===== src/hdl/amsc_pkg.sv =====
// Shared constants, widths and types of the asynchronous memory strobe controller.
package amsc_pkg;
   localparam int NUM_CE = 4;
   localparam int CE_SEL_W = 2;
   localparam int CNT_W = 6;
   localparam int WIDE_DATA_W = 64;
   localparam int WIDE_BE_W = 8;
   localparam int WIDE_ADDR_MSB = 22;
   localparam int WIDE_ADDR_LSB = 3;
   localparam int NARROW_DATA_W = 16;
   localparam int NARROW_BE_W = 2;
   localparam int NARROW_ADDR_MSB = 20;
   localparam int NARROW_ADDR_LSB = 1;
   localparam int SYS_CLK_PERIOD_NS = 10;
   localparam int MEM_CLK_PERIOD_NS = 40;
   localparam int MEM_CLK_HALF_CYC = MEM_CLK_PERIOD_NS / (2 * SYS_CLK_PERIOD_NS);
   localparam int DIV_W = 4;
   localparam logic [CNT_W-1:0] READY_WINDOW = 6'h02;

   typedef struct packed {
      logic [CNT_W-1:0] readSetup;
      logic [CNT_W-1:0] readStrobe;
      logic [CNT_W-1:0] readHold;
      logic [CNT_W-1:0] writeSetup;
      logic [CNT_W-1:0] writeStrobe;
      logic [CNT_W-1:0] writeHold;
   } amsc_timing_t;

   typedef enum logic [2:0] {
      ST_IDLE = 3'b000,
      ST_START = 3'b001,
      ST_SETUP = 3'b010,
      ST_STROBE = 3'b011,
      ST_HOLD = 3'b100
   } amsc_state_t;
endpackage


===== src/hdl/amsc_async_mem_ctrl.sv =====
// Asynchronous memory cycle sequencer with setup, strobe and hold phases.
`timescale 1ns/10ps
module amsc_async_mem_ctrl #(
   parameter bit WIDE_PORT = 1'b1
) (
   input wire logic clk_sys,
   input wire logic reset_n,
   input wire amsc_pkg::amsc_timing_t [amsc_pkg::NUM_CE-1:0] ceTiming,
   input wire logic reqValid,
   input wire logic reqWrite,
   input wire logic [amsc_pkg::CE_SEL_W-1:0] reqSpace,
   input wire logic [(WIDE_PORT ? amsc_pkg::WIDE_ADDR_MSB : amsc_pkg::NARROW_ADDR_MSB):
                     (WIDE_PORT ? amsc_pkg::WIDE_ADDR_LSB : amsc_pkg::NARROW_ADDR_LSB)] reqAddr,
   input wire logic [(WIDE_PORT ? amsc_pkg::WIDE_BE_W : amsc_pkg::NARROW_BE_W)-1:0] reqByteEn,
   input wire logic [(WIDE_PORT ? amsc_pkg::WIDE_DATA_W : amsc_pkg::NARROW_DATA_W)-1:0] reqWdata,
   output logic reqReady,
   output logic rspValid,
   output logic [(WIDE_PORT ? amsc_pkg::WIDE_DATA_W : amsc_pkg::NARROW_DATA_W)-1:0] rspRdata,
   output logic mem_clk_primary,
   output logic [amsc_pkg::NUM_CE-1:0] chip_select_n,
   output logic [(WIDE_PORT ? amsc_pkg::WIDE_BE_W : amsc_pkg::NARROW_BE_W)-1:0] byte_lane_enable_n,
   output logic [(WIDE_PORT ? amsc_pkg::WIDE_ADDR_MSB : amsc_pkg::NARROW_ADDR_MSB):
                 (WIDE_PORT ? amsc_pkg::WIDE_ADDR_LSB : amsc_pkg::NARROW_ADDR_LSB)] word_addr,
   output logic output_enable_n,
   output logic read_strobe_n,
   output logic write_strobe_n,
   output logic [(WIDE_PORT ? amsc_pkg::WIDE_DATA_W : amsc_pkg::NARROW_DATA_W)-1:0] memDataOut,
   output logic memDataOe,
   input wire logic [(WIDE_PORT ? amsc_pkg::WIDE_DATA_W : amsc_pkg::NARROW_DATA_W)-1:0] memDataIn,
   input wire logic mem_ready_in
);
   localparam int DW = WIDE_PORT ? amsc_pkg::WIDE_DATA_W : amsc_pkg::NARROW_DATA_W;
   localparam int BW = WIDE_PORT ? amsc_pkg::WIDE_BE_W : amsc_pkg::NARROW_BE_W;
   localparam int AH = WIDE_PORT ? amsc_pkg::WIDE_ADDR_MSB : amsc_pkg::NARROW_ADDR_MSB;
   localparam int AL = WIDE_PORT ? amsc_pkg::WIDE_ADDR_LSB : amsc_pkg::NARROW_ADDR_LSB;
   localparam int CW = amsc_pkg::CNT_W;
   localparam int NCE = amsc_pkg::NUM_CE;
   localparam logic [amsc_pkg::DIV_W-1:0] DIV_LAST = amsc_pkg::DIV_W'(amsc_pkg::MEM_CLK_HALF_CYC - 1);

   // A programmed count of zero is treated as one period, so every phase lasts at least once.
   function automatic logic [CW-1:0] loadCount(input logic [CW-1:0] periods);
      loadCount = (periods == '0) ? '0 : periods - CW'(1);
   endfunction

   // Memory clock divider.
   logic [amsc_pkg::DIV_W-1:0] divCnt_r, divCnt_nxt;
   logic memClk_r, memClk_nxt;
   logic riseTick;

   always_comb begin
      riseTick = (divCnt_r == DIV_LAST) && !memClk_r;
      divCnt_nxt = divCnt_r + amsc_pkg::DIV_W'(1);
      memClk_nxt = memClk_r;
      if (divCnt_r == DIV_LAST) begin
         divCnt_nxt = '0;
         memClk_nxt = !memClk_r;
      end
   end

   always_ff @(posedge clk_sys or negedge reset_n) begin
      if (!reset_n) begin
         divCnt_r <= '0;
         memClk_r <= 1'b0;
      end else begin
         divCnt_r <= divCnt_nxt;
         memClk_r <= memClk_nxt;
      end
   end

   // Pin synchronisers; the first stage is read only by the second.
   logic rdyMeta_r, rdySync_r;
   logic [DW-1:0] dataMeta_r, dataSync_r;

   always_ff @(posedge clk_sys or negedge reset_n) begin
      if (!reset_n) begin
         rdyMeta_r <= 1'b1;
         rdySync_r <= 1'b1;
         dataMeta_r <= '0;
         dataSync_r <= '0;
      end else begin
         rdyMeta_r <= mem_ready_in;
         rdySync_r <= rdyMeta_r;
         dataMeta_r <= memDataIn;
         dataSync_r <= dataMeta_r;
      end
   end

   // Access sequencer.
   amsc_pkg::amsc_state_t state_r, state_nxt;
   amsc_pkg::amsc_timing_t timing_r, timing_nxt;
   logic [CW-1:0] cnt_r, cnt_nxt;
   logic isWrite_r, isWrite_nxt;
   logic [amsc_pkg::CE_SEL_W-1:0] space_r, space_nxt;
   logic [AH:AL] addr_r, addr_nxt;
   logic [BW-1:0] be_r, be_nxt;
   logic [DW-1:0] wdata_r, wdata_nxt;
   logic reqReady_r, reqReady_nxt;
   logic rspValid_r, rspValid_nxt;
   logic [DW-1:0] rdata_r, rdata_nxt;
   logic [NCE-1:0] cs_r, cs_nxt;
   logic [BW-1:0] beOut_r, beOut_nxt;
   logic [AH:AL] addrOut_r, addrOut_nxt;
   logic oeN_r, oeN_nxt;
   logic reN_r, reN_nxt;
   logic weN_r, weN_nxt;
   logic [DW-1:0] dOut_r, dOut_nxt;
   logic dOe_r, dOe_nxt;

   always_comb begin
      state_nxt = state_r;
      timing_nxt = timing_r;
      cnt_nxt = cnt_r;
      isWrite_nxt = isWrite_r;
      space_nxt = space_r;
      addr_nxt = addr_r;
      be_nxt = be_r;
      wdata_nxt = wdata_r;
      reqReady_nxt = reqReady_r;
      rspValid_nxt = 1'b0;
      rdata_nxt = rdata_r;
      cs_nxt = cs_r;
      beOut_nxt = beOut_r;
      addrOut_nxt = addrOut_r;
      oeN_nxt = oeN_r;
      reN_nxt = reN_r;
      weN_nxt = weN_r;
      dOut_nxt = dOut_r;
      dOe_nxt = dOe_r;
      unique case (state_r)
         amsc_pkg::ST_IDLE: begin
            if (reqValid && reqReady_r) begin
               timing_nxt = ceTiming[reqSpace];
               isWrite_nxt = reqWrite;
               space_nxt = reqSpace;
               addr_nxt = reqAddr;
               be_nxt = reqByteEn;
               wdata_nxt = reqWdata;
               reqReady_nxt = 1'b0;
               state_nxt = amsc_pkg::ST_START;
            end
         end
         amsc_pkg::ST_START: begin
            // Selects are launched on a memory clock rise so setup counts whole periods.
            if (riseTick) begin
               cs_nxt = ~(NCE'(1) << space_r);
               beOut_nxt = ~be_r;
               addrOut_nxt = addr_r;
               oeN_nxt = isWrite_r;
               dOut_nxt = wdata_r;
               dOe_nxt = isWrite_r;
               cnt_nxt = isWrite_r ? loadCount(timing_r.writeSetup) :
                                     loadCount(timing_r.readSetup);
               state_nxt = amsc_pkg::ST_SETUP;
            end
         end
         amsc_pkg::ST_SETUP: begin
            if (riseTick) begin
               if (cnt_r == '0) begin
                  reN_nxt = isWrite_r;
                  weN_nxt = !isWrite_r;
                  cnt_nxt = isWrite_r ? loadCount(timing_r.writeStrobe) :
                                        loadCount(timing_r.readStrobe);
                  state_nxt = amsc_pkg::ST_STROBE;
               end else begin
                  cnt_nxt = cnt_r - CW'(1);
               end
            end
         end
         amsc_pkg::ST_STROBE: begin
            if (riseTick) begin
               if (cnt_r == '0) begin
                  reN_nxt = 1'b1;
                  weN_nxt = 1'b1;
                  if (!isWrite_r) begin
                     rdata_nxt = dataSync_r;
                  end
                  cnt_nxt = isWrite_r ? loadCount(timing_r.writeHold) :
                                        loadCount(timing_r.readHold);
                  state_nxt = amsc_pkg::ST_HOLD;
               end else if (cnt_r == amsc_pkg::READY_WINDOW && !rdySync_r) begin
                  // Parking at the window edge makes the end fall two periods after ready.
                  cnt_nxt = cnt_r;
               end else begin
                  cnt_nxt = cnt_r - CW'(1);
               end
            end
         end
         amsc_pkg::ST_HOLD: begin
            if (riseTick) begin
               if (cnt_r == '0) begin
                  cs_nxt = '1;
                  oeN_nxt = 1'b1;
                  dOe_nxt = 1'b0;
                  rspValid_nxt = 1'b1;
                  reqReady_nxt = 1'b1;
                  state_nxt = amsc_pkg::ST_IDLE;
               end else begin
                  cnt_nxt = cnt_r - CW'(1);
               end
            end
         end
         default: begin
            state_nxt = amsc_pkg::ST_IDLE;
            reqReady_nxt = 1'b1;
            cs_nxt = '1;
            oeN_nxt = 1'b1;
            reN_nxt = 1'b1;
            weN_nxt = 1'b1;
            dOe_nxt = 1'b0;
         end
      endcase
   end

   always_ff @(posedge clk_sys or negedge reset_n) begin
      if (!reset_n) begin
         state_r <= amsc_pkg::ST_IDLE;
         timing_r <= '0;
         cnt_r <= '0;
         isWrite_r <= 1'b0;
         space_r <= '0;
         addr_r <= '0;
         be_r <= '0;
         wdata_r <= '0;
         reqReady_r <= 1'b1;
         rspValid_r <= 1'b0;
         rdata_r <= '0;
         cs_r <= '1;
         beOut_r <= '1;
         addrOut_r <= '0;
         oeN_r <= 1'b1;
         reN_r <= 1'b1;
         weN_r <= 1'b1;
         dOut_r <= '0;
         dOe_r <= 1'b0;
      end else begin
         state_r <= state_nxt;
         timing_r <= timing_nxt;
         cnt_r <= cnt_nxt;
         isWrite_r <= isWrite_nxt;
         space_r <= space_nxt;
         addr_r <= addr_nxt;
         be_r <= be_nxt;
         wdata_r <= wdata_nxt;
         reqReady_r <= reqReady_nxt;
         rspValid_r <= rspValid_nxt;
         rdata_r <= rdata_nxt;
         cs_r <= cs_nxt;
         beOut_r <= beOut_nxt;
         addrOut_r <= addrOut_nxt;
         oeN_r <= oeN_nxt;
         reN_r <= reN_nxt;
         weN_r <= weN_nxt;
         dOut_r <= dOut_nxt;
         dOe_r <= dOe_nxt;
      end
   end

   // Byte enables and address keep their last value between accesses; chip selects, output enable and data enable idle.
   always_comb begin
      reqReady = reqReady_r;
      rspValid = rspValid_r;
      rspRdata = rdata_r;
      mem_clk_primary = memClk_r;
      chip_select_n = cs_r;
      byte_lane_enable_n = beOut_r;
      word_addr = addrOut_r;
      output_enable_n = oeN_r;
      read_strobe_n = reN_r;
      write_strobe_n = weN_r;
      memDataOut = dOut_r;
      memDataOe = dOe_r;
   end
endmodule


===== config.mk =====
export PLATFORM = sky130hd
export DESIGN_NAME = amsc_async_mem_ctrl
export DESIGN_NICKNAME = d
export VERILOG_FILES = /design/src/hdl/amsc_pkg.sv /design/src/hdl/amsc_async_mem_ctrl.sv
export SDC_FILE = /design/constraint.sdc
export NUM_CORES = 1
export LEC_CHECK = 0
export BUFFER_PORTS_ARGS = -buffer_cell sky130_fd_sc_hd__buf_2
export CORE_MARGIN = 2
export CORE_UTILIZATION = 30
export DETAILED_ROUTE_END_ITERATION = 10
export HOLD_SLACK_MARGIN = 0.05
export SLEW_MARGIN = 25
export SYNTH_ARGS = -nofsm -noshare
export SYNTH_HDL_FRONTEND = slang
export SYNTH_SLANG_ARGS = --single-unit

===== constraint.sdc =====
create_clock -name clk_sys -period 5.6 [get_ports clk_sys]
set_clock_uncertainty 0.2 [all_clocks]
set_input_delay 0.28 -clock clk_sys [delete_from_list [all_inputs] [get_ports clk_sys]]
set_output_delay 0.28 -clock clk_sys [all_outputs]
set_load 0.01 [all_outputs]

; After elaboration in Yosys (flattened, before gate mapping)
; Cells that the tools add are included.
[word_totals]
word_cells = 140
out_inout_bits = 167
in_bits = 307
regBits = 441
[op_classes]
n_addsub = 8
muxes = 52
bitwise = 6
reduce_logical = 26
n_lt_le_gt_ge = 1
eq_ne = 16
n_shift = 1
[op_table]
columns = operator, count
row1 = $mux W6, 17
row2 = $bmux W36 S2, 1
row3 = $logic_not A6 Y1, 7
row4 = $sub A6 B1 Y6 const B, 7
row5 = $mux W36, 1
row6 = $mux W3, 8
row7 = $pmux W6 S4, 1
row8 = $ne A2 B2 Y1 const B, 9
row9 = $mux W4, 4
row10 = $pmux W1 S3, 5
row11 = $pmux W3 S5, 1
row12 = $mux W1, 13
row13 = $pmux W4 S3, 1
row14 = $reduce_and A4 Y1, 3
row15 = $reduce_or A3 Y1, 3
row16 = $not A8 Y8, 1
row17 = $reduce_and A8 Y1, 1
row18 = $reduce_and A7 Y1, 1
row19 = $eq A3 B2 Y1 const B, 2
row20 = $eq A6 B2 Y1 const B, 1
row21 = $reduce_and A5 Y1, 1
row22 = $add A4 B1 Y4 const B, 1
row23 = $eq A4 B1 Y1 const B, 1
row24 = $not A1 Y1, 4
row25 = other kinds (11), 16

; Logic depth before layout (Yosys ltp)
; Gate-level depths: netlist (run 1).
[logic_depth]
word_depth = 6
depth_mapped = 9

; Worst setup path after synthesis (run 1)
; Ideal clock, no wire load.
[synth_path]
path_kind = register to register
from = register divCnt_r[1] (netlist name)
to = register dOut_r[0] (netlist: memDataOut[0])
setup_time_ns = 0.117
synth_period_minus_slack_ns = 2.395
path_stages_with_launch = 9
required_ns = 5.283
setup_slack_ns = 3.205
arrival_ns = 2.079
cell_sequence = dfrtp_1 or4b_4 or2_1 buf_2 or3_4 buf_6 buf_6 nand2_1 nand2_1
[synth_via]
elab_chain_len = 3
[synth_lines]
columns = element, line
row1 = start: declaration, amsc_async_mem_ctrl.sv:46  ; logic [amsc_pkg::DIV_W-1:0] divCnt_r, divCnt_nxt;
row2 = start signal: assignment, amsc_async_mem_ctrl.sv:65  ; divCnt_r <= divCnt_nxt;
row3 = $eq A4 B1 Y1, amsc_async_mem_ctrl.sv:51  ; riseTick = (divCnt_r == DIV_LAST) && !memClk_r;
row4 = $logic_and A1 B1 Y1, amsc_async_mem_ctrl.sv:51
row5 = $reduce_and A2 Y1 (no line), n/a
row6 = end signal: assignment, amsc_async_mem_ctrl.sv:253  ; dOut_r <= dOut_nxt;
row7 = end: declaration, amsc_async_mem_ctrl.sv:106  ; logic [DW-1:0] dOut_r, dOut_nxt;
; No other way between the ends.
; A chain may end at the register's enable or synchronous reset.

; Worst setup path after layout (run 1)
[layout_path]
from = register state_r[1]
to = register wdata_r[39]
[layout_via]
elab_chain_len = 2
[layout_lines]
columns = element, line
row1 = start: declaration, amsc_async_mem_ctrl.sv:89  ; amsc_pkg::amsc_state_t state_r, state_nxt;
row2 = start signal: assignment, amsc_async_mem_ctrl.sv:216  ; state_r <= amsc_pkg::ST_IDLE;
row3 = start signal: assignment, amsc_async_mem_ctrl.sv:236  ; state_r <= state_nxt;
row4 = $logic_not A3 Y1, amsc_async_mem_ctrl.sv:129  ; unique case (state_r)
row5 = $reduce_and A2 Y1 (no line), n/a
row6 = end signal: assignment, amsc_async_mem_ctrl.sv:243  ; wdata_r <= wdata_nxt;
row7 = end: declaration, amsc_async_mem_ctrl.sv:96  ; logic [DW-1:0] wdata_r, wdata_nxt;
; No other way between the ends.

==> results of run 1 <==
[per-layer routing]
layer | routed length, um | part of all wire (%) | global-route usage (%)
met5 | 0 | 0 | 0
met4 | 1430 | 3.3 | 5.41
met3 | 2780 | 6.4 | 4.01
met2 | 21400 | 49 | 25.7
met1 | 17800 | 41 | 18.0
[worst max-delay path by stage]
stage	slack, ns	depth (start not counted)	endpoint
finish	2.56	6	wdata_r[39]$_DFFE_PN0P_
global route	2.33	6	wdata_r[48]$_DFFE_PN0P_
CTS	2.51	6	word_addr[22]$_DFFE_PN0P_
detailed placement	2.50	6	memDataOut[29]$_DFFE_PN0P_
global placement	2.56	6	memDataOut[50]$_DFFE_PN0P_
floorplan	3.20	8	memDataOut[0]$_DFFE_PN0P_
[metrics by stage]
stage	util, %	hold slack, ns	total power [mW]	std cells
6_report	43.0	0.145	7.09	2748
5_1_grt	43.0	0.101	7.38	2748
4_1_cts	42.9	0.0972	7.22	2743
3_5_place_dp	35.7	0.135	3.55	2425
3_3_place_gp	35.7	0.132	3.54	2425
2_1_floorplan	-	-0.216	3.36	1244
[registers in the layout, indices dropped and copies added (netlist names), 2 cells and up]
name / flops
addr_r: 20
be_r: 8
byte_lane_enable_n: 8
chip_select_n: 4
cnt_r: 6
dataMeta_r: 64
dataSync_r: 64
divCnt_r: 4
memDataOut: 64
rspRdata: 64
space_r: 2
state_r: 3
timing_r: 36
wdata_r: 64
word_addr: 20
[kinds of logic (layout without fill, tap and decap cells)]
kind of cell    Yosys count  after routing  synth area share, %
xor+xnor                 21             21                 1.08
buf+inv                  80            824                 2.61
fa+ha+maj                13             13                0.959
compound gates           89             89                 3.53
other cells               0              4                    0
flops                   441            441                 65.2
simple gates            379            379                 9.55
mux                     221            221                 17.1
[worst max-delay path: stages, from the launching register on]
cell,delay [ns]
dfrtp_1,0.55
nor2_1,0.28
nand2_1,0.13
nor3b_2,0.24
buf_4,0.47
buf_4,0.58
mux2_2,0.40
[repair_timing]
item                                   4_1_cts  5_1_grt
endpoints found under the hold margin      309        0
resized for setup                            0        0
setup buffers                                0        0
hold buffers                               232        0
[area by class of cell]
cell class	count	area, um2	area share (%)
well taps	756	946	3.92
diodes	4	10.0	0.0415
repair buffers	716	4820	20.0
inverters	22	82.6	0.342
flip-flops and latches	441	11100	45.8
clock inverters	27	445	1.84
clock buffers	59	1310	5.44
multi-input cells	723	5470	22.6
[synthesized netlist by cell type, drive strengths merged (3+ instances only)]
library cell	number
nor2b	4
mux4	36
clkbuf	25
a21o	3
o32ai	3
or3	4
nand3	6
xnor2	17
a21oi	12
mux2	185
o21ai	31
o32a	3
a211oi	6
dfrtp	423
nor3	23
or4	3
nand2	294
xor2	4
o22ai	13
a22o	4
inv	22
ha	13
nor2	20
buf	33
dfstp	18
nand2b	6
nor4	7
[power groups by stage]
stage	registers, mW	logic (mW)	clock network, mW
2_1_floorplan	3.30	0.0570	0
3_3_place_gp	3.30	0.237	0
3_5_place_dp	3.31	0.243	0
4_1_cts	3.25	0.391	3.58
5_1_grt	3.25	0.423	3.71
6_report	3.25	0.384	3.46
==> run summary, run 1 <==
Filler Cell Count - 5130
Share of total power in sequential cells - 45.8%
Maximum root-to-sink buffer count - 3
Internal Power - 5.62 mW
Std-Cell Rows - 87
Synth unique cells - 58
Combinational power share - 5.4%
Slack of the worst reg-to-reg path - 2.56 ns
Port buffer count - 473
Worst vdd ir - 0.225 mV
Final critical-path required period - 3.04 ns
Die X - 242 um
Commonest cells after routing, fill and taps aside - 472 x buf_2, 423 x dfrtp_1, 294 x nand2_1
R2r startpoint - state_r[1]$_DFFE_PN0P_
Final Hold Viols - 0
Critical path endpoint category - register
PwrDens - 294 nW/um2
Min-Delay Path Depth - 0
DRC Markers - 0
Sw Share - 20.8%
GPL Wtd Cong - 0.811
Clk network pwr share - 48.8%
Io pins - 474
Cell count after synthesis - 1244
Die Y - 242 um
Core ar. - 56200 um2
Total gr overflow - 0
Area Overhead vs Synth - 42.3%
Switching Power - 1.47 mW
Synth Cell Area - 17000 um2
Synth area leader - dfrtp_1
DP Worst Slack - 2.50 ns
Async SR Flop Fraction - 100%
Kind of critical path - register to register
Design area - 24100 um2
Final setup margin - 2.56 ns
# clock sinks - 441
Post-Syn Nets - 1564
Max-cap viol count - 0
Crit path from - state_r[1]$_DFFE_PN0P_
Critical Path Fanout Max - 45
Largest net degree at the start of global routing - 154
Post-synth top area share - 62.4%
Detail Route Antenna Nets - 0
Initial antenna violation count - 4
Initial core utilization - 30.2%
Root Driver - clkbuf_16
Worst setup SP type - register
Worst reg2reg path depth - 6
Hold Path Origin - dataMeta_r[10]$_DFF_PN0_
Synth area leaders - dfrtp_1 62%, mux2_2 12%, nand2_1 6.5%, mux4_2 4.8%, dfstp_2 2.8%
Worst r2r dst - wdata_r[39]$_DFFE_PN0P_
Primary FF master, synth - dfrtp_1
Fin Setup TNS - 0 ns
Placed Area - 20000 um2
Gr usage total - 14.9%
Leak - 12.4 nW
CTS clk-pin slew, worst paths - 0.06 ns
Vias - 12200
Vias in the first global route - 13300
Final setup viols - 0
Worst skew pair latency - 0.57 ns
Hpwl dp - 29.4 mm
Synthesis Warnings - 0
Worst EP required - 5.85 ns
Outcome - complete, no violations
Drt pass-1 iters - 4
Crit path arrival time - 3.29 ns
CTS Buf Count - 48
RSZ-0062 raised after global routing - no
CTS tree - built
H-tree levels - 2
Via/cell ratio - 4.45
Slew Limit Fails - 0
First-pass GRT wire length - 70.6 mm
Most common cell after layout, fill and taps aside - buf_2
Routed wire length - 43.4 mm
Part of the cycle the worst path needs - 54.3%
Syn avg cell area - 13.6 um2
Post-synth EDFFs - 0
DRT iter0 DRCs - 555
Layout cell share with drive strength beyond 1 - 40.9%
Fmax - 329 MHz
Synth Register Bits - 441
Worst slew margin - 38.0%
Final #Nets - 2272
Slew @ Worst Pin - 0.930 ns
Hold endpoint - dataSync_r[10]$_DFF_PN0_
Hold Path Class - register to register
Seq/Total Area, Yosys - 65.2%
Die Area - 58500 um2
Wire length per cell - 15.8 um
Note: power is estimated with default switching activity, not from simulation.
==> run 2: changes to the inputs <==
==> constraint.sdc (replaced) <==
create_clock -name clk_sys -period 2.48 [get_ports clk_sys]
set_clock_uncertainty 0.2 [all_clocks]
set_input_delay 0.124 -clock clk_sys [delete_from_list [all_inputs] [get_ports clk_sys]]
set_output_delay 0.124 -clock clk_sys [all_outputs]
set_load 0.01 [all_outputs]
==> run summary, run 2 (synthesized netlist as in run 1, its figures left out) <==
Clk network pwr share - 48.8% (about the same)
CTS tree - built
Max incr delay on CP - 0.57 ns (about the same)
Share of total power in sequential cells - 45.1% (-0.7 points)
Most common cell after layout, fill and taps aside - buf_2
Crit path top cell by count - buf_12
Io pins - 474 (unchanged)
Slew Limit Fails - 0 (unchanged)
Routed wire length - 47.8 mm (+10%)
Std-Cell Rows - 87 (unchanged)
Worst slew margin - 44.1% (+6.1 points)
Initial antenna violation count - 5 (+1)
Detail Route Antenna Nets - 0 (unchanged)
Part of the cycle the worst path needs - 97.8% (+44 points)
DRC Markers - 0 (unchanged)
Total gr overflow - 0 (unchanged)
PwrDens - 634 nW/um2 (+120%)
CP max stage cell - or4b_4
Die X - 242 um (unchanged)
Kind of critical path - register to register
Via/cell ratio - 4.47 (+0.40%)
Crit path buf inv count - 4 (+2)
Wire length per cell - 16.6 um (+5.1%)
Area Overhead vs Synth - 51.2%
Crit path arrival time - 2.74 ns (-0.55 ns)
Worst EP required - 2.80 ns (-3.05 ns)
Worst vdd ir - 0.572 mV (+150%)
CTS Buf Count - 49 (+2.1%)
Design area - 25600 um2 (+6.2%)
Critical Path Fanout Max - 14 (-69%)
First-pass GRT wire length - 75.9 mm (+7.5%)
Port buffer count - 473 (unchanged)
# clock sinks - 441 (unchanged)
Gr usage total - 16.1% (+1.2 points)
DRT iter0 DRCs - 672 (+21%)
Outcome - complete, no violations
Worst skew pair latency - 0.59 ns (+0.02 ns)
Worst setup SP type - register
Fmax - 412 MHz (+25%)
Combinational power share - 6.1% (+0.7 points)
Slew @ Worst Pin - 0.838 ns (-0.0922 ns)
Initial core utilization - 30.2% (unchanged)
Commonest cells after routing, fill and taps aside - 472 x buf_2, 422 x dfrtp_1, 302 x dlygate4sd3_1
Layout cell share with drive strength beyond 1 - 41.4% (+0.49 points)
Leak - 13.1 nW (+5.7%)
Crit path cell chain - or4b_4 > or2_4 > buf_6 > nor3_4 > buf_12 > buf_12 > buf_12 > nand2_1 > nand2_1
Final Hold Viols - 0 (unchanged)
RSZ-0062 raised after global routing - yes
CP top delay family - simple AND/OR/NAND/NOR gates
Vias in the first global route - 13900 (+4.4%)
H-tree levels - 2 (unchanged)
Vias - 12900 (+5.1%)
Hold Path Class - input port to register
Hpwl dp - 31.7 mm (+7.6%)
Placed Area - 20600 um2 (+2.9%)
Core ar. - 56200 um2 (unchanged)
Maximum root-to-sink buffer count - 3 (unchanged)
Reg area - 11100 um2 (about the same)
Die Y - 242 um (unchanged)
Final core occ - 45.7% (+2.7 points)
GPL Wtd Cong - 0.838 (+3.4%)
Final #Nets - 2398 (+5.5%)
Final critical-path required period - 2.42 ns (-0.614 ns)
CTS clk-pin slew, worst paths - 0.06 ns (about the same)
Die Area - 58500 um2 (unchanged)
Filler Cell Count - 4988 (-2.8%)
Sw Share - 21.0% (+0.20 points)
Root Driver - clkbuf_16
Final setup viols - 0 (unchanged)
Max-cap viol count - 0 (unchanged)
Drt pass-1 iters - 5 (+1)
Largest net degree at the start of global routing - 65 (-58%)
Switching Power - 3.41 mW (+130%)
Internal Power - 12.9 mW (+130%)
Critical path endpoint category - register
Multi-input gate area - 5490 um2 (+0.46%)
-- run 2: cell types whose count changed in the layout (fill, tap and decap cells not counted), moves of 3 or more --
cell,delta
dlygate4sd3_1,+70
buf_6,+3
buf_4,+29
clkinvlp_4,-3
clkbuf_8,+6
clkbuf_1,+5
buf_12,+18
clkbuf_16,+4
-- run 2: area by class of cell --
type | count | area share (%)
clock buffers | 71 | 5.61
well taps | 756 | 3.69
flip-flops and latches | 441 | 43.1
multi-input cells | 723 | 21.4
inverters | 22 | 0.322
repair buffers | 841 | 24.4
diodes | 2 | 0.0195
clock inverters | 21 | 1.45
-- run 2: final timing paths --
path | from | end | slack, ns | depth (start not counted)
worst min-delay path | reqWdata[10] | wdata_r[10]$_DFFE_PN0P_ | 0.10 | 3
worst max register to register | divCnt_r[1]$_DFF_PN0_ | memDataOut[18]$_DFFE_PN0P_ | 0.06 | 9
max in group asynchronous | reset_n | byte_lane_enable_n[3]$_DFFE_PN1P_ | 1.04 | 4
worst max-delay path | divCnt_r[1]$_DFF_PN0_ | memDataOut[18]$_DFFE_PN0P_ | 0.06 | 9
min in group asynchronous | reset_n | wdata_r[55]$_DFFE_PN0P_ | 0.59 | 4
worst min register to register | dataMeta_r[17]$_DFF_PN0_ | dataSync_r[17]$_DFF_PN0_ | 0.14 | 0
-- run 2: metrics by stage --
step           power, mW  worst slack, ns  hold WS (ns)  TNS (ns)  instances
6_report            16.3           0.0552         0.104         0       2877
4_1_cts             16.5           0.0121        0.0538         0       2867
3_3_place_gp        8.02           0.0402       -0.0589         0       2472
3_5_place_dp        8.04         -0.00275       -0.0548  -0.00376       2472
5_1_grt             16.9          -0.0142        0.0816   -0.0489       2877
2_1_floorplan       7.58           0.0849        -0.372         0       1244
-- run 2: per-layer routing --
metal	routed length (um)	part of all wire [%]	GRT usage (%)	up-vias
li1	-	-	-	5945
met1	19100	40	19.5	6392
met2	23800	50	27.8	400
met3	2960	6.2	4.05	116
met4	1810	3.8	6.01	6
met5	49	0.10	0	-
-- run 2: worst reg2reg max path, cell delays in order (launching register included) --
cell and delay (ns):
dfrtp_1 0.42, or4b_4 0.57, or2_4 0.26, buf_6 0.13, nor3_4 0.19, buf_12 0.15
buf_12 0.16, buf_12 0.15, nand2_1 0.06, nand2_1 0.06
-- run 2: repair_timing --
action | in CTS | in global routing
cloned | 0 | 4
pin swaps | 1 | 4
hold buffers | 303 | 0
gates resized for setup | 0 | 14
setup endpoints to repair | 26 | 150
setup buffers | 0 | 4
endpoints found under the hold margin | 627 | 0
-- run 2: power by group through the flow --
stage / Sequential (mW) / Combinational, mW / Clock [mW]
after floorplan: 7.45 / 0.129 / 0
after global placement: 7.46 / 0.565 / 0
after detailed placement: 7.46 / 0.580 / 0
after CTS: 7.33 / 1.01 / 8.18
after global routing: 7.34 / 1.09 / 8.50
final: 7.34 / 0.996 / 7.93
